[config.mk]
export PLATFORM = sky130hd
export DESIGN_NAME = gpc_gpio_port_pin_change
export DESIGN_NICKNAME = d
export VERILOG_FILES = /design/src/design/gpc_pkg.sv /design/src/design/gpc_pin_sync.sv /design/src/design/gpc_gpio_port_pin_change.sv
export VERILOG_INCLUDE_DIRS = /design/src /design/src/design
export SDC_FILE = /design/constraint.sdc
export NUM_CORES = 1
export LEC_CHECK = 0
export BUFFER_PORTS_ARGS = -buffer_cell sky130_fd_sc_hd__clkbuf_2
export CAP_MARGIN = 20
export CORE_ASPECT_RATIO = 1.1
export CORE_MARGIN = 1
export CORE_UTILIZATION = 57
export CTS_BUF_LIST = sky130_fd_sc_hd__clkbuf_2
export DETAILED_ROUTE_END_ITERATION = 12
export GPL_TIMING_DRIVEN = 0
export PLACE_DENSITY = 0.92
export SYNTH_ARGS = -nofsm -noshare
export SYNTH_HDL_FRONTEND = slang
export SYNTH_SLANG_ARGS = --single-unit
[constraint.sdc]
create_clock -name CLK_IN -period 2.43 [get_ports CLK_IN]
set_clock_uncertainty 0.1 [all_clocks]
set_input_delay 0.1215 -clock CLK_IN [delete_from_list [all_inputs] [get_ports CLK_IN]]
set_output_delay 0.1215 -clock CLK_IN [all_outputs]
set_load 0.02 [all_outputs]
[src/design/gpc_defines.svh]
// register map, field positions, reset values and counts for the gpio pin-change block
`ifndef GPC_DEFINES_SVH
`define GPC_DEFINES_SVH

`define GPC_ADDR_W 8
`define GPC_NPORT 4
`define GPC_NGROUP 4

// per-port register triplets: sample, direction, out data
`define GPC_PORT_BASE 8'h20
`define GPC_PORT_STRIDE 8'h03
`define GPC_PIN_OFS 8'h00
`define GPC_DIR_OFS 8'h01
`define GPC_OUT_OFS 8'h02

`define GPC_FLAGS_ADDR 8'h3b
`define GPC_CORE_CTRL_ADDR 8'h30
`define GPC_GROUP_EN_ADDR 8'h68
`define GPC_MASK0_ADDR 8'h6b
`define GPC_MASK1_ADDR 8'h6c
`define GPC_MASK2_ADDR 8'h6d
`define GPC_MASK3_ADDR 8'h73

`define GPC_PULLUP_OFF_BIT 0

`define GPC_RST_BYTE 8'h00
`define GPC_RST_GROUP 4'h0

`endif

[src/design/gpc_pkg.sv]
// shared types for the gpio pin-change block
package gpc_pkg;

    // one register-port access, byte write or single-bit set/clear
    typedef struct packed {
        logic [7:0] addr;
        logic [7:0] wdata;
        logic wr;
        logic rd;
        logic bit_set;
        logic bit_clr;
        logic [2:0] bit_sel;
    } gpc_io_req_s;

    // per-pin alternate function override
    typedef struct packed {
        logic [31:0] en;
        logic [31:0] oe;
        logic [31:0] data;
    } gpc_alt_s;

endpackage

[src/design/gpc_pin_sync.sv]
// pin input synchroniser: falling-edge catch, two rising stages, agreement filter
`timescale 1ns/1ps
module gpc_pin_sync import gpc_pkg::*; #(
    parameter int W = 32
) (
    // clock and control
    input wire logic clk_in,
    input wire logic srst_in,
    input wire logic ce_in,
    // pins
    input wire logic [W-1:0] async_in,
    // results
    output logic [W-1:0] sample_out,
    output logic [W-1:0] change_out
);

    logic [W-1:0] catch_n;
    logic [W-1:0] stage2;
    logic [W-1:0] stage3;
    logic [W-1:0] accepted;
    wire [W-1:0] agree;

    // stands in for the latch that is open while the clock is high
    always_ff @(negedge clk_in) begin
        if (srst_in) begin
            catch_n <= '0;
        end else if (ce_in) begin
            catch_n <= async_in;
        end
    end

    always_ff @(posedge clk_in) begin
        if (srst_in) begin
            stage2 <= '0;
            stage3 <= '0;
        end else if (ce_in) begin
            stage2 <= catch_n;
            stage3 <= stage2;
        end
    end

    genvar b;
    generate
        for (b = 0; b < W; b++) begin : g_bit
            assign agree[b] = (stage2[b] == stage3[b]);
            always_ff @(posedge clk_in) begin
                if (srst_in) begin
                    accepted[b] <= 1'b0;
                end else if (ce_in && agree[b]) begin
                    accepted[b] <= stage3[b];
                end
            end
            // a change is the settled sample differing from the one before it
            assign change_out[b] = ce_in && agree[b] && (stage3[b] != accepted[b]);
        end
    endgenerate

    assign sample_out = stage2;

endmodule

[src/design/gpc_gpio_port_pin_change.sv]
// gpio ports with pin-change interrupt detection, top level
//
// Operation
// change on enabled pin sets group flag
// request needs flag, global enable, group enable
// entering routine clears that group flag
// writing one clears flag, zero keeps
// detect needs mask bit and group enable
// masked pin never raises a flag
// per port: out data, direction, pin sample
// one written to sample toggles out data
// global pull-up off overrides all pull-ups
// direction one output, zero input
// input with out data one enables pull-up
// out data zero or output kills pull-up
// reset tri-states pins without clock
// output pin drives out data level
// single-bit ops touch only their bit
// alternate function leaves other pins alone
// group 3 covers pins 31 to 24
// any enabled change requests group interrupt
// pins caught low phase, sampled next rise
// change is sample differing from previous
`timescale 1ns/1ps
`include "gpc_defines.svh"
module gpc_gpio_port_pin_change import gpc_pkg::*; (
    // clock, reset, enable
    input wire logic CLK_IN,
    input wire logic SRST_IN,
    input wire logic CE_IN,
    // register port
    input wire gpc_io_req_s IO_REQ_IN,
    output logic [7:0] IO_RDATA_OUT,
    output logic IO_RVALID_OUT,
    // processor interface
    input wire logic GLOBAL_IRQ_EN_IN,
    input wire logic [3:0] IRQ_ACK_IN,
    output logic [3:0] IRQ_REQ_OUT,
    // alternate function overrides
    input wire gpc_alt_s ALT_IN,
    // pins
    input wire logic [31:0] PIN_IN,
    output logic [31:0] PIN_OUT,
    output logic [31:0] PIN_OE_OUT,
    output logic [31:0] PIN_PULLUP_OUT
);

    ////////////////////////////////////////////////////////////////////////
    // state

    logic [7:0] direction_reg [`GPC_NPORT];
    logic [7:0] out_data_reg [`GPC_NPORT];
    logic [7:0] pin_change_mask [`GPC_NGROUP];
    logic [3:0] group_enable_control;
    logic [3:0] pin_change_flags;
    logic global_pullup_off;
    logic [7:0] rdata;
    logic rvalid;

    wire [31:0] pin_sample;
    wire [31:0] pin_change;

    gpc_pin_sync #(
        .W(32)
    ) u_sync (
        .clk_in(CLK_IN),
        .srst_in(SRST_IN),
        .ce_in(CE_IN),
        .async_in(PIN_IN),
        .sample_out(pin_sample),
        .change_out(pin_change)
    );

    ////////////////////////////////////////////////////////////////////////
    // access decode

    wire any_write = IO_REQ_IN.wr || IO_REQ_IN.bit_set || IO_REQ_IN.bit_clr;
    wire bit_op = IO_REQ_IN.bit_set || IO_REQ_IN.bit_clr;
    wire [7:0] bit_onehot = 8'h01 << IO_REQ_IN.bit_sel;
    // single-bit ops become a masked write of one bit only
    wire [7:0] wr_mask = bit_op ? bit_onehot : 8'hff;
    wire [7:0] wr_val = IO_REQ_IN.bit_set ? 8'hff : (IO_REQ_IN.bit_clr ? 8'h00 : IO_REQ_IN.wdata);
    wire [7:0] wr_ones = wr_val & wr_mask;

    wire hit_flags = any_write && (IO_REQ_IN.addr == `GPC_FLAGS_ADDR);
    wire hit_gen = any_write && (IO_REQ_IN.addr == `GPC_GROUP_EN_ADDR);
    wire hit_core = any_write && (IO_REQ_IN.addr == `GPC_CORE_CTRL_ADDR);
    wire [7:0] mask_addr [`GPC_NGROUP];
    assign mask_addr[0] = `GPC_MASK0_ADDR;
    assign mask_addr[1] = `GPC_MASK1_ADDR;
    assign mask_addr[2] = `GPC_MASK2_ADDR;
    assign mask_addr[3] = `GPC_MASK3_ADDR;

    wire [7:0] next_core = ({7'h00, global_pullup_off} & ~wr_mask) | wr_ones;
    wire [7:0] next_gen = ({4'h0, group_enable_control} & ~wr_mask) | wr_ones;

    ////////////////////////////////////////////////////////////////////////
    // ports: registers and pad control

    wire [31:0] dir_flat;
    wire [31:0] out_flat;
    wire [7:0] port_rd [`GPC_NPORT];
    wire [3:0] port_hit_rd;

    genvar p;
    generate
        for (p = 0; p < `GPC_NPORT; p++) begin : g_port
            wire [7:0] base = `GPC_PORT_BASE + 8'(p) * `GPC_PORT_STRIDE;
            wire hit_pin = any_write && (IO_REQ_IN.addr == base + `GPC_PIN_OFS);
            wire hit_dir = any_write && (IO_REQ_IN.addr == base + `GPC_DIR_OFS);
            wire hit_out = any_write && (IO_REQ_IN.addr == base + `GPC_OUT_OFS);
            wire [7:0] merged_dir = (direction_reg[p] & ~wr_mask) | wr_ones;
            wire [7:0] merged_out = (out_data_reg[p] & ~wr_mask) | wr_ones;
            // sample register holds no storage; a one written there flips out data
            wire [7:0] next_out = hit_out ? merged_out :
                (hit_pin ? (out_data_reg[p] ^ wr_ones) : out_data_reg[p]);
            wire [7:0] next_dir = hit_dir ? merged_dir : direction_reg[p];

            always_ff @(posedge CLK_IN) begin
                if (SRST_IN) begin
                    direction_reg[p] <= `GPC_RST_BYTE;
                    out_data_reg[p] <= `GPC_RST_BYTE;
                end else if (CE_IN) begin
                    direction_reg[p] <= next_dir;
                    out_data_reg[p] <= next_out;
                end
            end

            assign dir_flat[8*p +: 8] = direction_reg[p];
            assign out_flat[8*p +: 8] = out_data_reg[p];
            assign port_rd[p] = (IO_REQ_IN.addr == base + `GPC_PIN_OFS) ? pin_sample[8*p +: 8] :
                (IO_REQ_IN.addr == base + `GPC_DIR_OFS) ? direction_reg[p] : out_data_reg[p];
            assign port_hit_rd[p] = (IO_REQ_IN.addr == base + `GPC_PIN_OFS) ||
                (IO_REQ_IN.addr == base + `GPC_DIR_OFS) || (IO_REQ_IN.addr == base + `GPC_OUT_OFS);
        end
    endgenerate

    // each pin has its own override select, so neighbours keep gpio use
    genvar n;
    generate
        for (n = 0; n < 32; n++) begin : g_pad
            wire eff_oe = ALT_IN.en[n] ? ALT_IN.oe[n] : dir_flat[n];
            wire eff_out = ALT_IN.en[n] ? ALT_IN.data[n] : out_flat[n];
            // reset gates the pad directly so it floats even with no clock
            assign PIN_OE_OUT[n] = eff_oe && !SRST_IN;
            assign PIN_OUT[n] = eff_out;
            assign PIN_PULLUP_OUT[n] = !SRST_IN && !ALT_IN.en[n] && !dir_flat[n] &&
                out_flat[n] && !global_pullup_off;
        end
    endgenerate

    ////////////////////////////////////////////////////////////////////////
    // pin-change detection

    wire [3:0] pc_event;
    wire [3:0] pc_flag_next;
    wire [3:0] flag_w1c = hit_flags ? wr_ones[3:0] : 4'h0;

    genvar g;
    generate
        for (g = 0; g < `GPC_NGROUP; g++) begin : g_group
            wire hit_mask = any_write && (IO_REQ_IN.addr == mask_addr[g]);
            wire [7:0] enabled = pin_change_mask[g] & {8{group_enable_control[g]}};
            // group 3 takes pins 31:24, groups 0..2 the lower bytes in order
            assign pc_event[g] = |(pin_change[8*g +: 8] & enabled);
            // a change in the clearing cycle is kept: set beats clear
            assign pc_flag_next[g] = pc_event[g] ||
                (pin_change_flags[g] && !flag_w1c[g] && !IRQ_ACK_IN[g]);

            always_ff @(posedge CLK_IN) begin
                if (SRST_IN) begin
                    pin_change_mask[g] <= `GPC_RST_BYTE;
                end else if (CE_IN && hit_mask) begin
                    pin_change_mask[g] <= (pin_change_mask[g] & ~wr_mask) | wr_ones;
                end
            end
        end
    endgenerate

    always_ff @(posedge CLK_IN) begin
        if (SRST_IN) begin
            pin_change_flags <= `GPC_RST_GROUP;
            group_enable_control <= `GPC_RST_GROUP;
            global_pullup_off <= 1'b0;
        end else if (CE_IN) begin
            pin_change_flags <= pc_flag_next;
            if (hit_gen) begin
                group_enable_control <= next_gen[3:0];
            end
            if (hit_core) begin
                global_pullup_off <= next_core[`GPC_PULLUP_OFF_BIT];
            end
        end
    end

    assign IRQ_REQ_OUT = pin_change_flags & group_enable_control & {4{GLOBAL_IRQ_EN_IN}};

    ////////////////////////////////////////////////////////////////////////
    // read path, answered one cycle after the read strobe

    wire [7:0] port_rdata = port_hit_rd[0] ? port_rd[0] :
        port_hit_rd[1] ? port_rd[1] : port_hit_rd[2] ? port_rd[2] : port_rd[3];
    wire [7:0] rd_mux =
        (|port_hit_rd) ? port_rdata :
        (IO_REQ_IN.addr == `GPC_FLAGS_ADDR) ? {4'h0, pin_change_flags} :
        (IO_REQ_IN.addr == `GPC_GROUP_EN_ADDR) ? {4'h0, group_enable_control} :
        (IO_REQ_IN.addr == `GPC_CORE_CTRL_ADDR) ? {7'h00, global_pullup_off} :
        (IO_REQ_IN.addr == `GPC_MASK0_ADDR) ? pin_change_mask[0] :
        (IO_REQ_IN.addr == `GPC_MASK1_ADDR) ? pin_change_mask[1] :
        (IO_REQ_IN.addr == `GPC_MASK2_ADDR) ? pin_change_mask[2] :
        (IO_REQ_IN.addr == `GPC_MASK3_ADDR) ? pin_change_mask[3] : 8'h00;

    always_ff @(posedge CLK_IN) begin
        if (SRST_IN) begin
            rdata <= 8'h00;
            rvalid <= 1'b0;
        end else if (CE_IN) begin
            rvalid <= IO_REQ_IN.rd;
            if (IO_REQ_IN.rd) begin
                rdata <= rd_mux;
            end
        end
    end

    assign IO_RDATA_OUT = rdata;
    assign IO_RVALID_OUT = rvalid;

    wire plain_write = IO_REQ_IN.wr && !bit_op;
    wire port0_quiet = (ALT_IN.en[7:0] == 8'h00);
endmodule

Word-level counts from Yosys, hierarchy flattened
Memory sizes are Yosys's and may differ from the RTL's.
Index checks and enable logic that the tools add are counted.

word-level totals
  register bits = 146
  memory bits (writable) = 96
  input port bits = 159
  output and inout port bits = 109
  word-level logic and storage cells = 663
  memories = 3

cells by class
  equality and inequality tests = 83
  shift-type cells = 1
  mux-type cells = 128
  bitwise operators = 56
  reduce and logical (&&, ||, !) cells = 352

memories
  memory           words  bits a word  read ports  clocked after memory_dff  write ports  RTL line                        text
  direction_reg    4      8            4           0                         4            gpc_gpio_port_pin_change.sv:51  logic [7:0] direction_reg [`GPC_NPORT];
  out_data_reg     4      8            4           0                         4            gpc_gpio_port_pin_change.sv:52  logic [7:0] out_data_reg [`GPC_NPORT];
  pin_change_mask  4      8            4           0                         4            gpc_gpio_port_pin_change.sv:53  logic [7:0] pin_change_mask [`GPC_NGROUP];

operators with widths
  operator               count
  $mux W8                46
  $logic_and A1 B1 Y1    255
  $and A8 B8 Y8          21
  $eq A8 B6 Y1 const B   14
  $or A8 B8 Y8           12
  $mux W1                81
  $logic_not A1 Y1       74
  $eq A8 B7 Y1 const B   5
  $eq A1 B1 Y1           32
  $ne A1 B1 Y1           32
  $reduce_or A8 Y1       4
  $xor A8 B8 Y8          4
  $logic_or A1 B1 Y1     15
  $or A1 B1 Y1           13
  $and A4 B4 Y4          3
  $not A8 Y8             1
  $shl A1 B3 Y8 const A  1
  $reduce_and A2 Y1      3
  $mux W4                1
  $or A4 B4 Y4           1
  $reduce_or A4 Y1       1
  $and A1 B1 Y1          1

Longest topological paths before layout
Gate-level depths: netlist of run 1.

  depth in word-level cells = 9
  gate-level depth with buffers = 8

Hierarchy
From an unflattened synthesis of run 1, not the netlist that was laid out.

unflattened totals
  cells, all modules = 1655
  area, all modules = 14710.4 um2

modules (own cells, without submodules)
  module                    times used  cells each  area an instance (um2)  sequential area each (um2)
  gpc_gpio_port_pin_change  1           1039        8688.3                  3243.1
  gpc_pin_sync              1           616         6022.0                  2562.5

==> results of run 1 <==
## per-stage QoR
stage	std cells	hold slack [ps]
4_1_cts	2329	4.18
3_5_place_dp	2141	374
3_3_place_gp	2141	366
5_1_grt	2333	29.9
2_1_floorplan	1571	272
6_report	2334	-5.88
## placed cells by master, fill, tap and decap left out, types with 15 or more instances in the layout
master / count
clkbuf_1: 50
a21o_1: 43
buf_2: 21
buf_4: 54
nand2_1: 195
a21oi_1: 122
nor3b_1: 34
nor3_2: 15
nand2b_1: 40
dlygate4sd3_1: 51
nor3_1: 20
inv_1: 43
o21ai_0: 112
nor2_1: 196
mux2i_1: 144
and3b_1: 34
clkbuf_2: 325
dfxtp_1: 145
edfxtp_1: 96
xnor2_1: 20
nand3_1: 15
## how the worst min path moves through the flow
stage,cells after the start,startpoint,to
finish,5,IO_REQ_IN[0],out_data_reg[1][6]
global route,4,SRST_IN,u_sync.accepted[22]
CTS,5,IO_REQ_IN[0],out_data_reg[1][6]
detailed placement,2,u_sync.stage3[22],u_sync.accepted[22]
global placement,2,u_sync.stage3[8],u_sync.accepted[8]
floorplan,3,IRQ_ACK_IN[3],pin_change_flags[3]
## critical path, cell delays in order (launching register included)
cell       delay (ps)
dfxtp_2           350
or2_4             310
clkbuf_16         210
nor3_4            280
clkbuf_8          220
## cells by family (layout without fill, tap and decap cells)
| group | count (synthesis) | after routing |
|---|---|---|
| muxes | 158 | 158 |
| and+or+nand+nor | 621 | 621 |
| buffers and inverters | 142 | 597 |
| AOI/OAI and AO/OA | 388 | 388 |
| xor gates and xnor gates | 20 | 20 |
| other | 0 | 3 |
| DFF | 242 | 242 |
## power groups by stage
stage / Clock (mW) / Sequential [mW] / Combinational, mW
after floorplan: 0.0830 / 4.56 / 0.902
after global placement: 0.0830 / 4.63 / 1.44
after detailed placement: 0.0830 / 4.64 / 1.47
after CTS: 2.96 / 4.56 / 1.56
after global routing: 3.23 / 4.59 / 1.75
final: 3.01 / 4.58 / 1.66
## area by class of cell
type                            count  share of cell area [%]
Multi-Input combinational cell   1187                    43.7
Sequential cell                   242                    33.9
Timing Repair Buffer              320                    11.6
Buffer                            131                    4.43
Clock buffer                       79                    2.31
Tap cell                          305                    2.23
Clock inverter                     58                    1.55
Inverter                            9                   0.197
Antenna cell                        3                  0.0439
## what timing repair did
action	4_1_cts	5_1_grt
hold buffers	53	0
pin swaps	6	9
endpoints found under the setup margin	67	43
buffers inserted	0	2
hold endpoints to repair	114	0
resized for setup	47	75
## per-layer routing
layer  vias to the layer above  global-route usage (%)  share of wire [%]
li1                       6503                       -                  -
met1                      6897                    51.4                 34
met2                      1275                    69.4                 45
met3                       344                    12.6                 13
met4                         0                    36.5                8.9
met5                         -                       0                  0
==> flow_summary.rst, run 1 <==
.. list-table::
   :header-rows: 1

   * - Metric
     - Value
   * - Result of the run
     - finished, violations left
   * - Violated checks
     - hold timing, setup timing
   * - Part of the total power dissipated in sequential elements
     - approximately half
   * - DRC
     - 0
   * - Final standard cell utilization of the core
     - just over 70%
   * - Mapped Cells
     - roughly 1600
   * - Worst-case headroom to the max-slew limit
     - a little under a quarter
   * - Most used standard cell by instance count after synthesis
     - nor2_1
   * - Die ar.
     - 24800 µm²
   * - Fmax achieved
     - 384 MHz
   * - Iteration-0 DRC Markers
     - 2010
   * - Simple-gate share of the synthesized area
     - between 20% and 30%
   * - Critical Setup Path Class
     - register to primary output
   * - Most common library cells after synthesis
     - nor2_1 (196), nand2_1 (195), dfxtp_1 (146)
   * - Cell type with the highest aggregate area in the netlist
     - dfxtp_1
   * - H-tree depth
     - 2
   * - RD Place Congestion
     - between 1 and 1.5
   * - Synth Net Count
     - roughly 1700
   * - Initial antenna violation count
     - 3
   * - Largest net degree at the start of global routing
     - 18
   * - Layout net count
     - about 2100
   * - Category of the worst setup path capture point
     - primary output
   * - Capture point of the critical path
     - PIN_PULLUP_OUT[21]
   * - Path type of the worst min-delay path
     - primary input to register
   * - CTS buffer count
     - 57
   * - Fin Hold WS
     - -5.88 ps
   * - Core region area
     - ~24000 µm²
   * - Internal reg-to-reg setup slack
     - 110 ps
   * - Maximum net fanout on the critical path
     - 10
   * - Total number of clock tree sinks
     - between 200 and 250
   * - Final setup violation count
     - 25
   * - Count of endpoints failing hold in the final timing report
     - 1
   * - Share of the synthesized area in compound gates (AO/OA/AOI/OAI)
     - 17.5%
   * - Clock Tree Root
     - clkbuf_2
   * - Logic pwr share
     - 18.0%
   * - HPWL Detailed
     - ~40 mm
   * - Avg Cell Area, Syn
     - 8.76 µm²
   * - Total number of placement rows
     - 59
   * - Psw
     - around 3.2 mW
   * - Fraction of final layout cells sized beyond drive strength 1
     - about 25%
   * - Total wirelength of the detailed-routed design
     - ~56 mm
   * - Max Slew Vio Count
     - 0
   * - Synth Area in Adders
     - 0%
   * - Area grow syn2layout
     - 24.4%
   * - Arrival time at the worst endpoint
     - ~2400 ps
   * - Unrepaired setup endpoints after global routing
     - true
   * - Type of element launching the critical path
     - register
   * - Drt via density
     - 6.43
   * - Fraction of the yosys area taken by sequential cells
     - a little over two fifths
   * - Multi-input gate area in the final layout
     - 7480 µm²
   * - Clock transition at the registers of the reported paths
     - around 140 ps
   * - Fillers
     - ~1700
   * - Number of unique standard cell types used by synthesis
     - ~70
   * - Number of iterations in the first detailed-routing pass
     - 7
   * - Cell internal pwr
     - 6.09 mW
   * - Final standard cell area without fillers
     - roughly 17000 µm²
   * - Count of buffers inserted at the top-level ports
     - 265
   * - Yosys warnings
     - 0
   * - Post-detailed-route count of antenna-violating nets
     - 0
   * - Number of global-route vias before repair
     - 13898
   * - Mux share of post-synthesis cell area
     - 11.6%
   * - Post-route worst setup slack
     - -171 ps
   * - Buffer levels on the longest clock path
     - 3
   * - Post-layout min period
     - about 2600 ps
   * - Endpoint of the worst register-to-register path
     - IO_RDATA_OUT[3]
   * - Worst slack at placement
     - -1210 ps
   * - Total routing resource utilization after global routing
     - about 45%
   * - Primary flip-flop cell chosen by synthesis mapping
     - dfxtp_1
   * - Clock tree from TritonCTS
     - done
   * - Largest cells by area after synthesis
     - dfxtp_1 (21%), edfxtp_1 (21%), mux2i_1 (10%), nor2_1 (5.3%), nand2_1 (5.3%)
   * - Wire length of the first global-routing pass
     - slightly above 80 mm
   * - Post-synthesis instance area
     - 13800 µm²
   * - Fraction of synthesized cell area taken by the top area cell type
     - 21.2%
   * - Max-cap violations
     - 0
   * - GRT Residual Overflow
     - 0
   * - Sum Neg Setup Slack
     - -1550 ps
   * - Clock Latency Late Sink
     - ~960 ps
   * - Placement Cell Area
     - around 15000 µm²
   * - Total I/O pin count
     - ~270
   * - Worst reg2reg path startpoint
     - direction_reg[1][3]
   * - Async set-reset flop share out of synthesis
     - 0%
   * - Post-synth EDFFs
     - 96
   * - Worst r2r path cells
     - 5
   * - Via count of the routed design
     - 15019
   * - Final worst-path cycle share
     - 107%
   * - Least-Margin Pin Slew
     - 1150 ps
   * - CP Data Required Time
     - between 2000 and 2500 ps
   * - Net switching fraction of the power
     - between 30 and 40%
   * - Clock network fraction of design power
     - between 30% and 40%
   * - Post-detailed-route wirelength per cell
     - ~24 µm
   * - Post-synthesis xor/xnor area fraction
     - under 10%
   * - Maximum vdd drop
     - about 0.00054 V
   * - Die boundary width
     - between 150 and 200 µm
   * - Seq. cell area
     - slightly below 6000 µm²
   * - Initial Util
     - around three fifths
   * - Number of synthesized register bits
     - around 240
   * - P_leak
     - approximately 8 nW
   * - Die H
     - 165 µm
   * - Dominant combinational cell family by area after synthesis
     - simple AND/OR/NAND/NOR gates
   * - Power density relative to cell area
     - 541 nW/µm²
   * - Power Total
     - between 9 and 10 mW
No activity file was read; power rests on OpenSTA's default activity.
==> run 2: changes to the inputs <==
- ABC_CLOCK_PERIOD_IN_PS: default -> 2430
- HOLD_SLACK_MARGIN: default -> 0.12
==> run 2 against run 1 <==
Compared with the run above: the run ends with setup timing left; non-clock buffer count grew 52; utilization grew 2.0 points; hold slack gained 120 ps; sequential share of layout area shrank 0.90 points; count of clock-buffer cells in the layout is the same; sequential power is essentially flat; sequential cell count is the same; first-iteration DRC count grew 22%; largest power group unchanged.
==> flow_summary.rst, run 2 (synthesis results as in run 1) <==
.. list-table::
   :header-rows: 1

   * - Metric
     - Value
   * - Violated checks
     - setup timing
   * - Count of buffers inserted at the top-level ports
     - 265
   * - Max-cap violations
     - 0
   * - Maximum net fanout on the critical path
     - 9
   * - Final standard cell utilization of the core
     - about 74%
   * - Die H
     - roughly 160 µm
   * - Clock tree from TritonCTS
     - done
   * - Total number of clock tree sinks
     - about 240
   * - Most common library cell in the layout ignoring fill and taps
     - clkbuf_2
   * - Post-route worst setup slack
     - -238 ps
   * - HPWL Detailed
     - 39.5 mm
   * - Post-detailed-route wirelength per cell
     - roughly 25 µm
   * - Total routing resource utilization after global routing
     - roughly 47%
   * - Type of element launching the critical path
     - register
   * - H-tree depth
     - 2
   * - CTS buffer count
     - between 50 and 60
   * - Core region area
     - approximately 24000 µm²
   * - Worst-case headroom to the max-slew limit
     - a little over an eighth
   * - Clock Tree Root
     - clkbuf_2
   * - Arrival time at the worst endpoint
     - between 2000 and 2500 ps
   * - GRT Residual Overflow
     - 0
   * - Largest net degree at the start of global routing
     - 18
   * - Fraction of final layout cells sized beyond drive strength 1
     - between 20% and 30%
   * - Count of endpoints failing hold in the final timing report
     - 0
   * - Die ar.
     - approximately 25000 µm²
   * - Layout net count
     - around 2200
   * - Die boundary width
     - ~150 µm
   * - Via count of the routed design
     - around 15000
   * - Clock transition at the registers of the reported paths
     - approximately 150 ps
   * - Post-layout min period
     - 2670 ps
   * - Power density relative to cell area
     - roughly 530 nW/µm²
   * - Iteration-0 DRC Markers
     - roughly 2400
   * - Initial Util
     - roughly three fifths
   * - P_leak
     - 8.01 nW
   * - Number of iterations in the first detailed-routing pass
     - 8
   * - Path type of the worst min-delay path
     - primary input to register
   * - Fmax achieved
     - between 300 and 400 MHz
   * - Buffer levels on the longest clock path
     - 3
   * - Unrepaired setup endpoints after global routing
     - true
   * - Fillers
     - 1666
   * - Post-detailed-route count of antenna-violating nets
     - 0
   * - Maximum vdd drop
     - approximately 0.00057 V
   * - Sum Neg Setup Slack
     - -2470 ps
   * - Critical Setup Path Class
     - register to primary output
   * - CP Data Required Time
     - approximately 2200 ps
   * - Total number of placement rows
     - 59
   * - Seq. cell area
     - a little under 6000 µm²
   * - Number of global-route vias before repair
     - roughly 14000
   * - Area grow syn2layout
     - 27.7%
   * - Multi-input gate area in the final layout
     - between 7000 and 8000 µm²
   * - Result of the run
     - finished, violations left
   * - Clock Latency Late Sink
     - between 900 and 1000 ps
   * - RD Place Congestion
     - ~1.1
   * - Final worst-path cycle share
     - 110%
   * - Total I/O pin count
     - roughly 270
   * - Least-Margin Pin Slew
     - about 1300 ps
   * - Drt via density
     - between 6 and 7
   * - Category of the worst setup path capture point
     - primary output
   * - Final setup violation count
     - 34
   * - DRC
     - 0
   * - Initial antenna violation count
     - 5
   * - Total wirelength of the detailed-routed design
     - a little under 60 mm
   * - Commonest non-fill, non-tap cells in the layout
     - clkbuf_2 (324), nor2_1 (195), nand2_1 (195)
   * - Wire length of the first global-routing pass
     - around 84 mm
   * - Max Slew Vio Count
     - 0
## run 2: changes by cell type in the layout (fill, tap and decap cells not counted), sizes merged
cell and delta:
dlygate4sd3 +44, buf +9, clkdlybuf4s15 -1, diode +1
## run 2: area by class of cell
cell class / instances / area share (%)
Multi-Input combinational cell: 1187 / 42.4
Sequential cell: 242 / 33.0
Timing Repair Buffer: 373 / 14.1
Buffer: 130 / 4.25
Clock buffer: 79 / 2.25
Tap cell: 305 / 2.17
Clock inverter: 58 / 1.51
Inverter: 9 / 0.192
Antenna cell: 4 / 0.0570
## run 2: stage by stage
stage                     area, µm²  setup WS [ps]  power [mW]  hold WS (ps)  cells
after global routing          17600           -158        9.64           192   2385
after floorplan               13800           5.44        5.55           272   1571
final                         17600           -238        9.35           109   2387
after detailed placement      15500          -1210        6.20           374   2141
after global placement        15500          -1170        6.15           366   2141
after CTS                     17300          -67.5        9.12           128   2374
## run 2: power by group
| group | switching [mW] | total (mW) | leakage [nW] | internal (mW) |
|---|---|---|---|---|
| registers | 0.204 | 4.58 | 2.18 | 4.38 |
| logic | 1.09 | 1.75 | 5.26 | 0.659 |
| clock network | 1.93 | 3.02 | 0.577 | 1.09 |
## run 2: critical path, cell delays in order (launching register included)
cell and delay [ps]:
dfxtp_2 360, or2_4 320, buf_12 170, nor3_4 360
clkbuf_8 230
## run 2: layer usage
layer / share of wire, % / vias up / track usage (%)
met3: 14 / 395 / 18.1
met5: 0 / - / 0
met1: 33 / 7045 / 51.3
met4: 9.5 / 0 / 39.1
met2: 43 / 1327 / 71.7
li1: - / 6599 / -
## run 2: path summary, 6_finish.rpt
kind	startpoint	to	slack, ps	depth (start not counted)
setup / recovery	register	PIN_PULLUP_OUT[17]	-240	4
hold / removal	IO_REQ_IN[17]	IO_RDATA_OUT[2]	110	6
setup reg to reg	direction_reg[1][3]	IO_RDATA_OUT[3]	110	5
hold reg to reg	u_sync.catch_n[26]	u_sync.catch_n[26]	390	2
## run 2: repair_timing
item                                   in CTS  in global routing
endpoints found under the hold margin     160                  0
hold buffers                               98                  0
gates resized for setup                    47                 74
buffers inserted                            0                 11
setup endpoints to repair                  67                114
pin swaps                                   6                  6
